--- config.mk ---
export PLATFORM = sky130hd
export DESIGN_NAME = flsu_top
export DESIGN_NICKNAME = d
export VERILOG_FILES = /design/src/hw/flsu_pkg.sv /design/src/hw/flsu_top.sv /design/src/hw/flsu_field.sv /design/src/hw/flsu_shift.sv
export VERILOG_INCLUDE_DIRS = /design/src /design/src/hw
export SDC_FILE = /design/constraint.sdc
export NUM_CORES = 2
export LEC_CHECK = 0
export BUFFER_PORTS_ARGS = -buffer_cell sky130_fd_sc_hd__clkbuf_2
export CAP_MARGIN = 40
export CORE_MARGIN = 8
export CORE_UTILIZATION = 33
export DETAILED_ROUTE_END_ITERATION = 8
export PLACE_DENSITY = 0.57
export SLEW_MARGIN = 0
export SYNTH_ARGS = -nofsm -noshare
export SYNTH_HDL_FRONTEND = slang
export SYNTH_HIERARCHICAL = 1
export SYNTH_SLANG_ARGS = --single-unit
--- constraint.sdc ---
create_clock -name clk -period 9.9 [get_ports clk]
set_input_delay 0.99 -clock clk [delete_from_list [all_inputs] [get_ports clk]]
set_output_delay 0.99 -clock clk [all_outputs]
set_load 0.01 [all_outputs]
--- src/hw/flsu_params.svh ---
// constants for the field, logic and shift unit
`ifndef FLSU_PARAMS_SVH
`define FLSU_PARAMS_SVH
`define FLSU_WORD_W      48
`define FLSU_CHAR_W      6
`define FLSU_SYL_W       12
`define FLSU_FLD_LEN_HI  6
`define FLSU_FLD_LEN_LO  4
`define FLSU_FLD_POS_HI  2
`define FLSU_FLD_POS_LO  0
`define FLSU_FLD_ADJ_HI  10
`define FLSU_FLD_ADJ_LO  8
`define FLSU_SH_DBL_BIT  9
`define FLSU_SH_RGT_BIT  8
`define FLSU_SH_LOG_BIT  7
`define FLSU_SH_EOF_BIT  6
`define FLSU_SH_AMT_HI   5
`define FLSU_SH_AMT_LO   0
`define FLSU_SRCH_CH_HI  5
`define FLSU_SRCH_CH_LO  0
`define FLSU_SH_BIG_STEP 7'h0C
`define FLSU_SH_MID_STEP 7'h06
`define FLSU_REG_CCR     2'h0
`define FLSU_REG_STAT    2'h1
`define FLSU_CCR_RST     3'h0
`define FLSU_STAT_BUSY   0
`define FLSU_STAT_BRANCH 1
`endif

--- src/hw/flsu_pkg.sv ---
// operation codes and state types of the field, logic and shift unit
package flsu_pkg;
  typedef enum logic [5:0] {
    FLSU_OP_WORD_INV  = 6'h14,
    FLSU_OP_SEARCH    = 6'h1A,
    FLSU_OP_EXTR_ROT  = 6'h21,
    FLSU_OP_FLD_SUB   = 6'h22,
    FLSU_OP_FLD_OR    = 6'h24,
    FLSU_OP_FLD_XOR   = 6'h25,
    FLSU_OP_FLD_INV   = 6'h26,
    FLSU_OP_FLD_AND   = 6'h27,
    FLSU_OP_CMP_LESS  = 6'h28,
    FLSU_OP_CMP_GREAT = 6'h29,
    FLSU_OP_CMP_EQUAL = 6'h2A,
    FLSU_OP_WORD_XOR  = 6'h2C,
    FLSU_OP_WORD_OR   = 6'h2D,
    FLSU_OP_WORD_AND  = 6'h2E,
    FLSU_OP_SHIFT     = 6'h30
  } flsu_op_t;
  typedef enum logic [1:0] {
    FLSU_ST_IDLE   = 2'b00,
    FLSU_ST_EXEC   = 2'b01,
    FLSU_ST_SEARCH = 2'b11,
    FLSU_ST_SHIFT  = 2'b10
  } flsu_state_t;
endpackage : flsu_pkg

--- src/hw/flsu_top.sv ---
// field, logic and shift execution unit with character search
`include "flsu_params.svh"
module flsu_top #(
  parameter int W = `FLSU_WORD_W
) (
  input  wire logic         clk,
  input  wire logic         rst,
  input  wire logic         start,
  input  wire logic [5:0]   opcode,
  input  wire logic [11:0]  syllable,
  input  wire logic [W-1:0] opnd_a,
  input  wire logic [W-1:0] opnd_b,
  input  wire logic [W-1:0] aux_low_half_reg,
  input  wire logic [1:0]   reg_addr,
  input  wire logic [7:0]   reg_wdata,
  input  wire logic         reg_we,
  input  wire logic         reg_re,
  output logic [7:0]        reg_rdata,
  output logic              busy,
  output logic              done,
  output logic              illegal,
  output logic              branch_taken,
  output logic              dest_write,
  output logic              low_write,
  output logic [W-1:0]      res_word,
  output logic [W-1:0]      res_low
);
  flsu_pkg::flsu_state_t state_reg, state_next;
  flsu_pkg::flsu_op_t    op_reg;
  logic [W-1:0] a_reg, b_reg;
  logic [11:0]  syl_reg;
  logic [2:0]   char_count_reg, cnt_reg;
  logic [7:0]   rdata_reg;
  logic         done_reg, illegal_reg, branch_reg, dest_reg, low_reg, last_branch_reg;
  logic         busy_reg;
  logic [W-1:0] word_reg, low_out_reg;

  // command decode
  wire logic take = start && (state_reg == flsu_pkg::FLSU_ST_IDLE);
  wire flsu_pkg::flsu_op_t op_in = flsu_pkg::flsu_op_t'(opcode);
  wire logic in_word  = (opcode == flsu_pkg::FLSU_OP_WORD_INV) ||
                        (opcode == flsu_pkg::FLSU_OP_WORD_AND) ||
                        (opcode == flsu_pkg::FLSU_OP_WORD_OR) ||
                        (opcode == flsu_pkg::FLSU_OP_WORD_XOR);
  wire logic in_field = (opcode >= flsu_pkg::FLSU_OP_EXTR_ROT) &&
                        (opcode <= flsu_pkg::FLSU_OP_CMP_EQUAL) &&
                        (opcode != 6'h23);
  wire logic in_srch  = (opcode == flsu_pkg::FLSU_OP_SEARCH);
  wire logic in_shift = (opcode == flsu_pkg::FLSU_OP_SHIFT);
  wire logic in_legal = in_word || in_field || in_srch || in_shift;
  wire logic is_cmp   = (op_reg == flsu_pkg::FLSU_OP_CMP_EQUAL) ||
                        (op_reg == flsu_pkg::FLSU_OP_CMP_GREAT) ||
                        (op_reg == flsu_pkg::FLSU_OP_CMP_LESS);

  // field datapath
  logic [W-1:0] fld_res;
  logic         fld_hit;
  flsu_field #(.W(W)) u_field (
    .opa     (a_reg),
    .opb     (b_reg),
    .syl     (syl_reg),
    .op      (op_reg),
    .res     (fld_res),
    .cmp_hit (fld_hit)
  );

  // whole-word logic, sign bit included
  logic [W-1:0] word_res;
  always_comb
  begin
    case (op_reg)
      flsu_pkg::FLSU_OP_WORD_AND: word_res = a_reg & b_reg;
      flsu_pkg::FLSU_OP_WORD_OR:  word_res = a_reg | b_reg;
      flsu_pkg::FLSU_OP_WORD_XOR: word_res = a_reg ^ b_reg;
      default:                    word_res = ~a_reg;
    endcase
  end
  wire logic word_op = (op_reg == flsu_pkg::FLSU_OP_WORD_INV) ||
                       (op_reg == flsu_pkg::FLSU_OP_WORD_AND) ||
                       (op_reg == flsu_pkg::FLSU_OP_WORD_OR) ||
                       (op_reg == flsu_pkg::FLSU_OP_WORD_XOR);

  // shifter
  logic         sh_busy, sh_fin;
  logic [W-1:0] sh_hi, sh_lo;
  flsu_shift #(.W(W)) u_shift (
    .clk   (clk),
    .rst   (rst),
    .start (take && in_shift),
    .syl   (syllable),
    .src   (opnd_a),
    .aux   (aux_low_half_reg),
    .busy  (sh_busy),
    .fin   (sh_fin),
    .hi    (sh_hi),
    .lo    (sh_lo)
  );

  // character search step: decrement, examine, then test zero
  wire logic [2:0]   cnt_dec  = cnt_reg - 3'h1;
  wire logic [5:0]   shamt    = 6'(3'h7 - cnt_dec) * 6'h06;
  wire logic [W-1:0] shifted  = a_reg >> shamt;
  wire logic [5:0]   char_at  = shifted[5:0];
  wire logic         ch_match = (char_at == syl_reg[`FLSU_SRCH_CH_HI:`FLSU_SRCH_CH_LO]);
  wire logic         srch_end = ch_match || (cnt_dec == 3'h0);
  wire logic         in_srch_st = (state_reg == flsu_pkg::FLSU_ST_SEARCH);

  // register port decode
  wire logic sel_ccr   = (reg_addr == `FLSU_REG_CCR);
  wire logic sel_stat  = (reg_addr == `FLSU_REG_STAT);
  wire logic sw_ccr_wr = reg_we && sel_ccr;
  wire logic hw_ccr_wr = in_srch_st && srch_end;
  logic [7:0] stat_word;
  always_comb
  begin
    stat_word = 8'h00;
    stat_word[`FLSU_STAT_BUSY]   = (state_reg != flsu_pkg::FLSU_ST_IDLE);
    stat_word[`FLSU_STAT_BRANCH] = last_branch_reg;
  end
  wire logic [7:0] rd_mux = sel_ccr  ? {5'h00, char_count_reg} :
                            sel_stat ? stat_word : 8'h00;

  // state machine
  always_comb
  begin
    state_next = state_reg;
    case (state_reg)
      flsu_pkg::FLSU_ST_IDLE:
        if (take && in_legal)
          state_next = in_srch ? flsu_pkg::FLSU_ST_SEARCH :
                       in_shift ? flsu_pkg::FLSU_ST_SHIFT : flsu_pkg::FLSU_ST_EXEC;
      flsu_pkg::FLSU_ST_EXEC:
        state_next = flsu_pkg::FLSU_ST_IDLE;
      flsu_pkg::FLSU_ST_SEARCH:
        if (srch_end)
          state_next = flsu_pkg::FLSU_ST_IDLE;
      flsu_pkg::FLSU_ST_SHIFT:
        if (sh_fin)
          state_next = flsu_pkg::FLSU_ST_IDLE;
      default:
        state_next = flsu_pkg::FLSU_ST_IDLE;
    endcase
  end

  always_ff @(posedge clk or posedge rst)
  begin
    if (rst)
    begin
      state_reg <= flsu_pkg::FLSU_ST_IDLE;
      busy_reg  <= 1'b0;
    end
    else
    begin
      state_reg <= state_next;
      busy_reg  <= (state_next != flsu_pkg::FLSU_ST_IDLE);
    end
  end

  // operands are copied in; sources are never written back
  always_ff @(posedge clk or posedge rst)
  begin
    if (rst)
    begin
      a_reg <= '0; b_reg <= '0; syl_reg <= 12'h000;
      op_reg <= flsu_pkg::FLSU_OP_SHIFT;
    end
    else if (take)
    begin
      a_reg <= opnd_a; b_reg <= opnd_b;
      syl_reg <= syllable; op_reg <= op_in;
    end
  end

  // search counter and count register; search end wins over a software write
  always_ff @(posedge clk or posedge rst)
  begin
    if (rst)
    begin
      cnt_reg        <= `FLSU_CCR_RST;
      char_count_reg <= `FLSU_CCR_RST;
    end
    else
    begin
      if (take && in_srch)
        cnt_reg <= char_count_reg;
      else if (in_srch_st)
        cnt_reg <= cnt_dec;
      if (hw_ccr_wr)
        char_count_reg <= ch_match ? cnt_dec : 3'h0;
      else if (sw_ccr_wr)
        char_count_reg <= reg_wdata[2:0];
    end
  end

  // completion outputs, each a one-cycle pulse except the result words
  always_ff @(posedge clk or posedge rst)
  begin
    if (rst)
    begin
      done_reg <= 1'b0; illegal_reg <= 1'b0; branch_reg <= 1'b0;
      dest_reg <= 1'b0; low_reg <= 1'b0; last_branch_reg <= 1'b0;
      word_reg <= '0; low_out_reg <= '0;
    end
    else
    begin
      done_reg    <= ((state_reg == flsu_pkg::FLSU_ST_EXEC) ||
                      (in_srch_st && srch_end) ||
                      (state_reg == flsu_pkg::FLSU_ST_SHIFT && sh_fin));
      illegal_reg <= take && !in_legal;
      branch_reg  <= 1'b0;
      dest_reg    <= 1'b0;
      low_reg     <= 1'b0;
      if (state_reg == flsu_pkg::FLSU_ST_EXEC)
      begin
        word_reg        <= word_op ? word_res : fld_res;
        dest_reg        <= !is_cmp;
        branch_reg      <= is_cmp && fld_hit;
        last_branch_reg <= is_cmp && fld_hit;
      end
      else if (in_srch_st && srch_end)
      begin
        branch_reg      <= ch_match;
        last_branch_reg <= ch_match;
      end
      else if (state_reg == flsu_pkg::FLSU_ST_SHIFT && sh_fin)
      begin
        word_reg        <= sh_hi;
        low_out_reg     <= sh_lo;
        dest_reg        <= 1'b1;
        low_reg         <= syl_reg[`FLSU_SH_DBL_BIT];
        last_branch_reg <= 1'b0;
      end
    end
  end

  always_ff @(posedge clk or posedge rst)
  begin
    if (rst)
      rdata_reg <= 8'h00;
    else
      rdata_reg <= reg_re ? rd_mux : 8'h00;
  end

  assign reg_rdata    = rdata_reg;
  assign busy         = busy_reg;
  assign done         = done_reg;
  assign illegal      = illegal_reg;
  assign branch_taken = branch_reg;
  assign dest_write   = dest_reg;
  assign low_write    = low_reg;
  assign res_word     = word_reg;
  assign res_low      = low_out_reg;

  // checks
  property p_word_and;
    @(posedge clk) disable iff (rst)
    (state_reg == flsu_pkg::FLSU_ST_EXEC && op_reg == flsu_pkg::FLSU_OP_WORD_AND)
      |=> dest_write && res_word == ($past(a_reg) & $past(b_reg));
  endproperty
  a_word_and: assert property (p_word_and) else $error("word and result wrong");

  property p_word_inv;
    @(posedge clk) disable iff (rst)
    (take && opcode == flsu_pkg::FLSU_OP_WORD_INV) ##1 1'b1
      |=> done && res_word == ~$past(a_reg);
  endproperty
  a_word_inv: assert property (p_word_inv) else $error("word invert wrong");

  property p_cmp_no_dest;
    @(posedge clk) disable iff (rst)
    (state_reg == flsu_pkg::FLSU_ST_EXEC && is_cmp) |=> done && !dest_write;
  endproperty
  a_cmp_no_dest: assert property (p_cmp_no_dest) else $error("compare wrote a result");

  property p_cmp_branch;
    @(posedge clk) disable iff (rst)
    (state_reg == flsu_pkg::FLSU_ST_EXEC && op_reg == flsu_pkg::FLSU_OP_CMP_EQUAL &&
     fld_res == b_reg) |=> branch_taken;
  endproperty
  a_cmp_branch: assert property (p_cmp_branch) else $error("equal compare missed");

  property p_srch_bound;
    @(posedge clk) disable iff (rst)
    (take && in_srch) |=> in_srch_st ##[1:8] done;
  endproperty
  a_srch_bound: assert property (p_srch_bound) else $error("search overran");

  property p_srch_miss;
    @(posedge clk) disable iff (rst)
    (in_srch_st && srch_end && !ch_match) |=> !branch_taken && char_count_reg == 3'h0;
  endproperty
  a_srch_miss: assert property (p_srch_miss) else $error("miss left count set");

  property p_srch_hit;
    @(posedge clk) disable iff (rst)
    (in_srch_st && ch_match) |=> branch_taken && char_count_reg == $past(cnt_dec);
  endproperty
  a_srch_hit: assert property (p_srch_hit) else $error("hit position lost");

  property p_left_steps;
    @(posedge clk) disable iff (rst)
    (take && in_shift && !syllable[`FLSU_SH_RGT_BIT] && syllable[5:0] == 6'h04)
      |=> sh_busy[*5] ##1 !sh_busy;
  endproperty
  a_left_steps: assert property (p_left_steps) else $error("left shift step count");

  property p_right_big;
    @(posedge clk) disable iff (rst)
    (take && in_shift && syllable[`FLSU_SH_RGT_BIT] && syllable[5:0] == 6'h0C)
      |=> sh_busy[*2] ##1 !sh_busy;
  endproperty
  a_right_big: assert property (p_right_big) else $error("right 12 not one step");

  property p_sgl_log_left;
    @(posedge clk) disable iff (rst)
    (take && syllable[11:6] == 6'h03 && syllable[5:0] == 6'h01 && in_shift)
      |=> ##3 dest_write && res_word == ($past(opnd_a, 4) << 1);
  endproperty
  a_sgl_log_left: assert property (p_sgl_log_left) else $error("end-off left wrong");

  c_field_sub: cover property (@(posedge clk) state_reg == flsu_pkg::FLSU_ST_EXEC &&
                               op_reg == flsu_pkg::FLSU_OP_FLD_SUB);
  c_srch_hit:  cover property (@(posedge clk) in_srch_st && ch_match);
  c_dbl_shift: cover property (@(posedge clk) low_write);
  c_cmp_taken: cover property (@(posedge clk) is_cmp && branch_taken);
endmodule : flsu_top

--- src/hw/flsu_field.sv ---
// combinational partial-word datapath: strip, combine, merge, rotate, compare
`include "flsu_params.svh"
module flsu_field #(
  parameter int W = `FLSU_WORD_W
) (
  input  wire logic [W-1:0]           opa,
  input  wire logic [W-1:0]           opb,
  input  wire logic [11:0]            syl,
  input  wire flsu_pkg::flsu_op_t     op,
  output logic      [W-1:0]           res,
  output logic                        cmp_hit
);
  localparam int NCH = W / `FLSU_CHAR_W;
  wire logic [3:0]   len  = (syl[`FLSU_FLD_LEN_HI:`FLSU_FLD_LEN_LO] == 3'h0) ? 4'h8 :
                            {1'b0, syl[`FLSU_FLD_LEN_HI:`FLSU_FLD_LEN_LO]};
  wire logic [3:0]   pos  = {1'b0, syl[`FLSU_FLD_POS_HI:`FLSU_FLD_POS_LO]};
  wire logic [2:0]   adj  = syl[`FLSU_FLD_ADJ_HI:`FLSU_FLD_ADJ_LO];
  wire logic [W-1:0] mask;
  // character 0 is the leftmost; a field running past 7 is clipped
  for (genvar c = 0; c < NCH; c++)
  begin : g_mask
    assign mask[W-1-c*`FLSU_CHAR_W -: `FLSU_CHAR_W] =
      {`FLSU_CHAR_W{(4'(c) >= pos) && (4'(c) < pos + len)}};
  end
  wire logic [W-1:0] ea   = opa & mask;
  wire logic [W-1:0] eb   = opb & mask;
  wire logic [W-1:0] diff = (ea >= eb) ? ea - eb : eb - ea;
  logic      [W-1:0] comb;
  always_comb
  begin
    case (op)
      flsu_pkg::FLSU_OP_FLD_SUB: comb = diff;
      flsu_pkg::FLSU_OP_FLD_AND: comb = ea & eb;
      flsu_pkg::FLSU_OP_FLD_OR:  comb = ea | eb;
      flsu_pkg::FLSU_OP_FLD_XOR: comb = ea ^ eb;
      flsu_pkg::FLSU_OP_FLD_INV: comb = ~ea;
      default:                   comb = ea;
    endcase
  end
  // re-strip, clear field in first operand, merge
  wire logic [W-1:0]   merged = (comb & mask) | (opa & ~mask);
  wire logic           strip  = (op == flsu_pkg::FLSU_OP_EXTR_ROT) ||
                                (op == flsu_pkg::FLSU_OP_CMP_EQUAL) ||
                                (op == flsu_pkg::FLSU_OP_CMP_GREAT) ||
                                (op == flsu_pkg::FLSU_OP_CMP_LESS);
  wire logic [W-1:0]   pre    = strip ? ea : merged;
  // right end-around by whole characters
  wire logic [2*W-1:0] dbl    = {pre, pre} >> (6'(adj) * 6'h06);
  assign res = dbl[W-1:0];
  // full-width unsigned compare, stack top taken as isolated
  always_comb
  begin
    case (op)
      flsu_pkg::FLSU_OP_CMP_EQUAL: cmp_hit = (res == opb);
      flsu_pkg::FLSU_OP_CMP_GREAT: cmp_hit = (res > opb);
      flsu_pkg::FLSU_OP_CMP_LESS:  cmp_hit = (res < opb);
      default:                     cmp_hit = 1'b0;
    endcase
  end
endmodule : flsu_field

--- src/hw/flsu_shift.sv ---
// stepping shifter for single and double shifts
`include "flsu_params.svh"
module flsu_shift #(
  parameter int W = `FLSU_WORD_W
) (
  input  wire logic         clk,
  input  wire logic         rst,
  input  wire logic         start,
  input  wire logic [11:0]  syl,
  input  wire logic [W-1:0] src,
  input  wire logic [W-1:0] aux,
  output logic              busy,
  output logic              fin,
  output logic [W-1:0]      hi,
  output logic [W-1:0]      lo
);
  logic [2*W-1:0] work_reg, work_next;
  logic [6:0]     wid_reg;
  logic [5:0]     rem_reg;
  logic           rgt_reg, eof_reg, dbl_reg, log_reg, busy_reg, fin_reg;
  logic           sgn_hi_reg, sgn_lo_reg;
  // bits 2..48 only for arithmetic, halves joined when double
  wire logic [6:0] wid_ld = syl[`FLSU_SH_DBL_BIT] ?
                            (syl[`FLSU_SH_LOG_BIT] ? 7'h60 : 7'h5E) :
                            (syl[`FLSU_SH_LOG_BIT] ? 7'h30 : 7'h2F);
  wire logic [2*W-1:0] ld_val = !syl[`FLSU_SH_DBL_BIT] ?
    (syl[`FLSU_SH_LOG_BIT] ? {48'h0, src} : {49'h0, src[W-2:0]}) :
    (syl[`FLSU_SH_LOG_BIT] ? {src, aux} : {2'h0, src[W-2:0], aux[W-2:0]});
  // left one bit per step; right greedily by 12, 6, then 1
  wire logic [6:0] step = !rgt_reg ? 7'h01 :
                          ({1'b0, rem_reg} >= `FLSU_SH_BIG_STEP) ? `FLSU_SH_BIG_STEP :
                          ({1'b0, rem_reg} >= `FLSU_SH_MID_STEP) ? `FLSU_SH_MID_STEP : 7'h01;
  wire logic [2*W-1:0] wmask = ~({2*W{1'b1}} << wid_reg);
  wire logic [2*W-1:0] sl    = (work_reg << step) & wmask;
  wire logic [2*W-1:0] sr    = work_reg >> step;
  wire logic [2*W-1:0] out_l = (work_reg >> (wid_reg - step)) & wmask;
  wire logic [2*W-1:0] out_r = (work_reg << (wid_reg - step)) & wmask;
  // end-off drops bits and zero fills; end-around wraps them
  assign work_next = rgt_reg ? (eof_reg ? sr : sr | out_r) : (eof_reg ? sl : sl | out_l);
  always_ff @(posedge clk or posedge rst)
  begin
    if (rst)
    begin
      work_reg <= '0; wid_reg <= 7'h0; rem_reg <= 6'h0; busy_reg <= 1'b0; fin_reg <= 1'b0;
      rgt_reg <= 1'b0; eof_reg <= 1'b0; dbl_reg <= 1'b0; log_reg <= 1'b0;
      sgn_hi_reg <= 1'b0; sgn_lo_reg <= 1'b0;
    end
    else if (start && !busy_reg)
    begin
      work_reg <= ld_val; wid_reg <= wid_ld; busy_reg <= 1'b1; fin_reg <= 1'b0;
      rem_reg <= syl[`FLSU_SH_AMT_HI:`FLSU_SH_AMT_LO];
      rgt_reg <= syl[`FLSU_SH_RGT_BIT]; eof_reg <= syl[`FLSU_SH_EOF_BIT];
      dbl_reg <= syl[`FLSU_SH_DBL_BIT]; log_reg <= syl[`FLSU_SH_LOG_BIT];
      sgn_hi_reg <= src[W-1]; sgn_lo_reg <= aux[W-1];
    end
    else if (busy_reg)
    begin
      fin_reg <= (rem_reg == 6'h0);
      busy_reg <= (rem_reg != 6'h0);
      if (rem_reg != 6'h0)
      begin
        work_reg <= work_next;
        rem_reg  <= rem_reg - step[5:0];
      end
    end
    else
      fin_reg <= 1'b0;
  end
  assign busy = busy_reg;
  assign fin  = fin_reg;
  // sign bits stay put for arithmetic shifts
  assign hi = !dbl_reg ? (log_reg ? work_reg[W-1:0] : {sgn_hi_reg, work_reg[W-2:0]}) :
              (log_reg ? work_reg[2*W-1:W] : {sgn_hi_reg, work_reg[2*W-3:W-1]});
  assign lo = log_reg ? work_reg[W-1:0] : {sgn_lo_reg, work_reg[W-2:0]};
endmodule : flsu_shift

==> After elaboration in Yosys (flattened, before gate mapping) <==
Index checks and enable logic that the tools add are counted.
{ "classes": {"add_sub_neg": 7, "n_mul": 2, "order_cmp": 23, "eq_ne": 27, "shifts": 7, "n_mux": 61, "bitwise": 22, "reduce_logical": 57} }
{ "ops": {"columns": ["operator", "count"], "rows": [
  ["$mux W96", 8],
  ["$mux W48", 11],
  ["$and A48 B48 Y48", 6],
  ["$and A96 B96 Y96", 3],
  ["$pmux W48 S5", 1],
  ["$or A96 B96 Y96", 2],
  ["$shl A96 B7 Y96", 2],
  ["$shr A96 B7 Y96", 2],
  ["$not A48 Y48", 3],
  ["$or A48 B48 Y48", 3],
  ["$pmux W48 S3", 1],
  ["$eq A6 B6 Y1 const B", 16],
  ["$not A96 Y96", 1],
  ["$shl A96 B7 Y96 const A", 1],
  ["$shr A96 B6 Y48", 1],
  ["$sub A48 B48 Y48", 2],
  ["$xor A48 B48 Y48", 2],
  ["$eq A48 B48 Y1", 1],
  ["$ge A48 B48 Y1", 1],
  ["$gt A48 B48 Y1", 1],
  ["$lt A48 B48 Y1", 1],
  ["$shr A48 B6 Y6", 1],
  ["$mux W3", 8],
  ["$mux W6", 4],
  ["42 further kinds", 124]
]} }
{ "word_totals": {"ff_bits": 344, "in_bits": 177, "out_inout_bits": 110} }

==> Logic depth before layout (Yosys ltp) <==
{ "logic_depth": {"depth_word": 17, "mapped_depth": 40, "ltp_nobuf": 36} }

==> Hierarchy <==
Netlist, hierarchy kept.
{ "by_module_without_submodules": {"columns": ["mod", "n_inst", "cells_each", "area_each_um2", "seq_area_each_um2"], "rows": [
  ["flsu_shift", 1, 3337, 27142.3, 2852.7],
  ["flsu_field", 1, 2627, 17571.9, 0.0],
  ["flsu_top", 1, 1298, 13357.8, 5708.0]
]} }

==> Least setup slack after synthesis <==
Ideal clock, no wire load.
{ "synth_path": {"path_type": "reg2reg", "start": "reg syl_reg[0]", "end": "reg last_branch_reg", "t_arrival_ns": 8.150, "slack_ns": 1.625, "stages_incl_launch_ff": 39, "path_cell_list": "dfrtp_1 > ha_1 > fa_1 > xor2_1 > nand3_1 > a21boi_0 > nor2_1 > clkbuf_1 > nand2_1 > ha_1 > buf_2 > a21oi_2 > o21a_2 > o221ai_2 > o31a_4 > nor3_4 > buf_4 > mux2_2 > [... 3 more ...] > a221o_1 > mux2_2 > a211oi_1 > ha_1 > nor2b_1 > o21a_1 > o21a_1 > o21ai_0 > nand2_1 > a221o_1 > a21o_1 > a21oi_1 > o221ai_1 > a21oi_1 > mux2i_1 > o211a_1 > nand3_1 > nand3_1"} }
{ "synth_between": {"elab_chain_cells": 15, "elab_cells_between_ends": 53, "classes_between": "add/sub: 3; order compare: 19; eq/ne: 2; shift: 1; mux: 6; bitwise: 10; reduce/logical: 12"} }
{ "synth_rtl": {"columns": ["item", "line", "text"], "rows": [
  ["start: declaration", "flsu_top.sv:31", "logic [11:0] syl_reg;"],
  ["start signal: assignment", "flsu_top.sv:170", "syl_reg <= syllable; op_reg <= op_in;"],
  ["$add A3 B4 Y4", "flsu_field.sv:23", "{`FLSU_CHAR_W{(4'(c) >= pos) && (4'(c) < pos + len)}};"],
  ["$lt A3 B4 Y1, or another cell as far along", "flsu_field.sv:23", null],
  ["$logic_and A1 B1 Y1", "flsu_field.sv:23", null],
  ["$and A48 B48 Y48 (on tied branches)", "flsu_field.sv:26, flsu_field.sv:25", null],
  ["$sub A48 B48 Y48 or $ge A48 B48 Y1 (tied branches)", "flsu_field.sv:27", "wire logic [W-1:0] diff = (ea >= eb) ? ea - eb : eb - ea;"],
  ["$mux W48", "flsu_field.sv:27", null],
  ["$pmux W48 S5", "flsu_field.sv:31", "case (op)"],
  ["$and A48 B48 Y48", "flsu_field.sv:41", "wire logic [W-1:0] merged = (comb & mask) | (opa & ~mask);"],
  ["$or A48 B48 Y48", "flsu_field.sv:41", null],
  ["$mux W48 *", "flsu_field.sv:46", "wire logic [W-1:0] pre = strip ? ea : merged;"],
  ["$shr A96 B6 Y48 *", "flsu_field.sv:48", "wire logic [2*W-1:0] dbl = {pre, pre} >> (6'(adj) * 6'h06);"],
  ["named net fld_res[1]", "flsu_top.sv:56", "logic [W-1:0] fld_res;"],
  ["$lt A48 B48 Y1, or another cell as far along", "flsu_field.sv:56", "flsu_pkg::FLSU_OP_CMP_LESS: cmp_hit = (res < opb);"],
  ["$pmux W1 S3 *", "flsu_field.sv:53", "case (op)"],
  ["named net fld_hit", "flsu_top.sv:57", "logic fld_hit;"],
  ["$logic_and A1 B1 Y1 *", "flsu_top.sv:218", "last_branch_reg <= is_cmp && fld_hit;"],
  ["$mux W1 *", "flsu_top.sv:213", "if (state_reg == flsu_pkg::FLSU_ST_EXEC)"],
  ["end signal: assignment", "flsu_top.sv:218", null],
  ["end signal: assignment", "flsu_top.sv:223", "last_branch_reg <= ch_match;"],
  ["end: declaration", "flsu_top.sv:34", "logic done_reg, illegal_reg, branch_reg, dest_reg, low_reg, last_branch_reg;"]
]} }
Mark *: on every way through the listed nets, which the timed path passes. The rest lies on a longest branch.
A chain may end at the register's enable or synchronous reset.

==> Worst setup path after layout <==
Ends and elaborated chain as after synthesis.

==> impl_metrics.tcl <==
set metrics [dict create \
    status "finished, final reports clean" \
    cp_slowest_cell "fa_1" \
    synth_warnings 6 \
    clock_path_buffers 3 \
    postSynthCellCount 7258 \
    hold_path.class "in -> async" \
    rsz0062_at_grt "false" \
    relSlewSlack_pct 26.70 \
    place.detailed.hpwl_mm 332.2 \
    grt_max_degree 92 \
    routabilityCongestion 1.088 \
    drc_errors 0 \
    slew_violations 0 \
    synth_area_per_cell_um2 7.991 \
    cts_hold_buf 0 \
    dr.pass1.iters 8 \
    critPathTopFamily "compound AO/OA/AOI/OAI gates" \
    grt.busiest_layer "met2" \
    critical_path_required_ns 10.53 \
    ant_nets 0 \
    htree_levels 2 \
    grtUsageMet1_pct 46.91 \
    grt_overflow 0 \
    start_kind "register" \
    largest_reg_flops 96 \
    clk_pin_slew_ns 0.07 \
    cts_tree "built" \
    layout_min_cycle_time_ns 9.673 \
    initial_core_util_pct 33.08 \
    crit_top_cell "buf_4" \
    grt_pass1_wl_mm 577.2 \
    final-setup-viol-count 0 \
    worstSetupEndpointType "register" \
    dieArea_um2 189400 \
    worstSetupPathType "reg -> reg" \
    use_met3_pct 11.94 \
    fin_crit_sh_pct 97.71 \
    hold_violations 0 \
    cts_made_buffers 46 \
    grt_pass1_vias 66740 \
    grt_usage_pct 42.93 \
    cp_slowest_stage_delay_ns 0.45 \
    fmax_mhz 103.4 \
    finClkSkew_ns 0.03438 \
    arrival_ns 10.31 \
    reg2reg_depth 42 \
    placementRows 154 \
    worstReg2RegStart "syl_reg[0]" \
    core_area_um2 175300 \
    viasPerCell 6.848 \
    n_fill_cell 18320 \
    reg2reg_setup_slack_ns 0.23 \
    grtUsageMet2_pct 65.27 \
    io_pins 287 \
    cts-root-buf "clkbuf_16" \
    clk_latency_ns 0.72 \
    die_x_um 435.2 \
    cap_violations 0 \
    path_buf_inv 8 \
    final_nets 8336 \
    io_buffers 275 \
    final_common_cell "buf_4" \
    tns_ns 0 \
    drt_iter0_markers 9440 \
    synthesis.area_um2 58000 \
    antenna_found_initial 47 \
    crit_fanout 17 \
    wl_mm 429.3 \
    layout_common_cells "buf_4, nand2_1, a21oi_1, mux2i_1, nor2_1" \
    wl_per_cell_um 42.02 \
    clock_sinks 340 \
    dr_total_vias 69960 \
    timing.rr.end "last_branch_reg" \
    drive_gt1_share_pct 26.73 \
    die_y_um 435.2 \
    syn_to_final_growth_pct 18.08 \
    max_slew.worst_pin.slew_ns 1.092 \
]
-- through the flow --
step / std cells / hold WS, ns / worst slack, ns / cell area [um^2] / utilization, %
3_5_place_dp: 10070 / 0.4639 / 0.1890 / 66480 / 37.92
4_1_cts: 10160 / 0.3935 / 0.1635 / 68090 / 38.83
5_1_grt: 10180 / 0.3852 / 0.01898 / 68400 / 39.01
6_report: 10220 / 0.3535 / 0.2267 / 68490 / 39.06
2_1_floorplan: 7262 / 0.4417 / 1.625 / 58010 / -
3_3_place_gp: 10020 / 0.4654 / 0.2018 / 66040 / 37.66
-- worst max-delay path by stage --
stage / startpoint / cells past startpoint / end
5_1_grt: syl_reg[0] / 37 / last_branch_reg
3_3_place_gp: syl_reg[0] / 40 / last_branch_reg
6_report: syl_reg[0] / 42 / last_branch_reg
3_5_place_dp: syl_reg[0] / 38 / last_branch_reg
2_1_floorplan: syl_reg[0] / 38 / last_branch_reg
4_1_cts: syl_reg[0] / 40 / last_branch_reg
-- repair_timing --
action,CTS,global route
setup endpoints to repair,0,2
resized for setup,0,27
buffers inserted,0,4
-- area by class of cell --
type / instances / area, um^2 / area share (%)
Clock buffer: 56 / 1269 / 1.852
Antenna cell: 42 / 105.1 / 0.1535
Sequential cell: 340 / 8534 / 12.46
Multi-Input combinational cell: 5843 / 45110 / 65.86
Tap cell: 2340 / 2928 / 4.275
Inverter: 338 / 1282 / 1.873
Timing Repair Buffer: 1228 / 8929 / 13.04
Clock inverter: 29 / 335.3 / 0.4896
-- routing by layer --
| layer | vias up | routed length (um) |
|---|---|---|
| li1 | 28460 | - |
| met1 | 34640 | 148200 |
| met2 | 5060 | 184600 |
| met3 | 1780 | 40160 |
| met4 | 18 | 56230 |
| met5 | - | 134 |
Power is not shown: default switching activity piles up to over one toggle a cycle in this logic, so the estimate is an artifact.
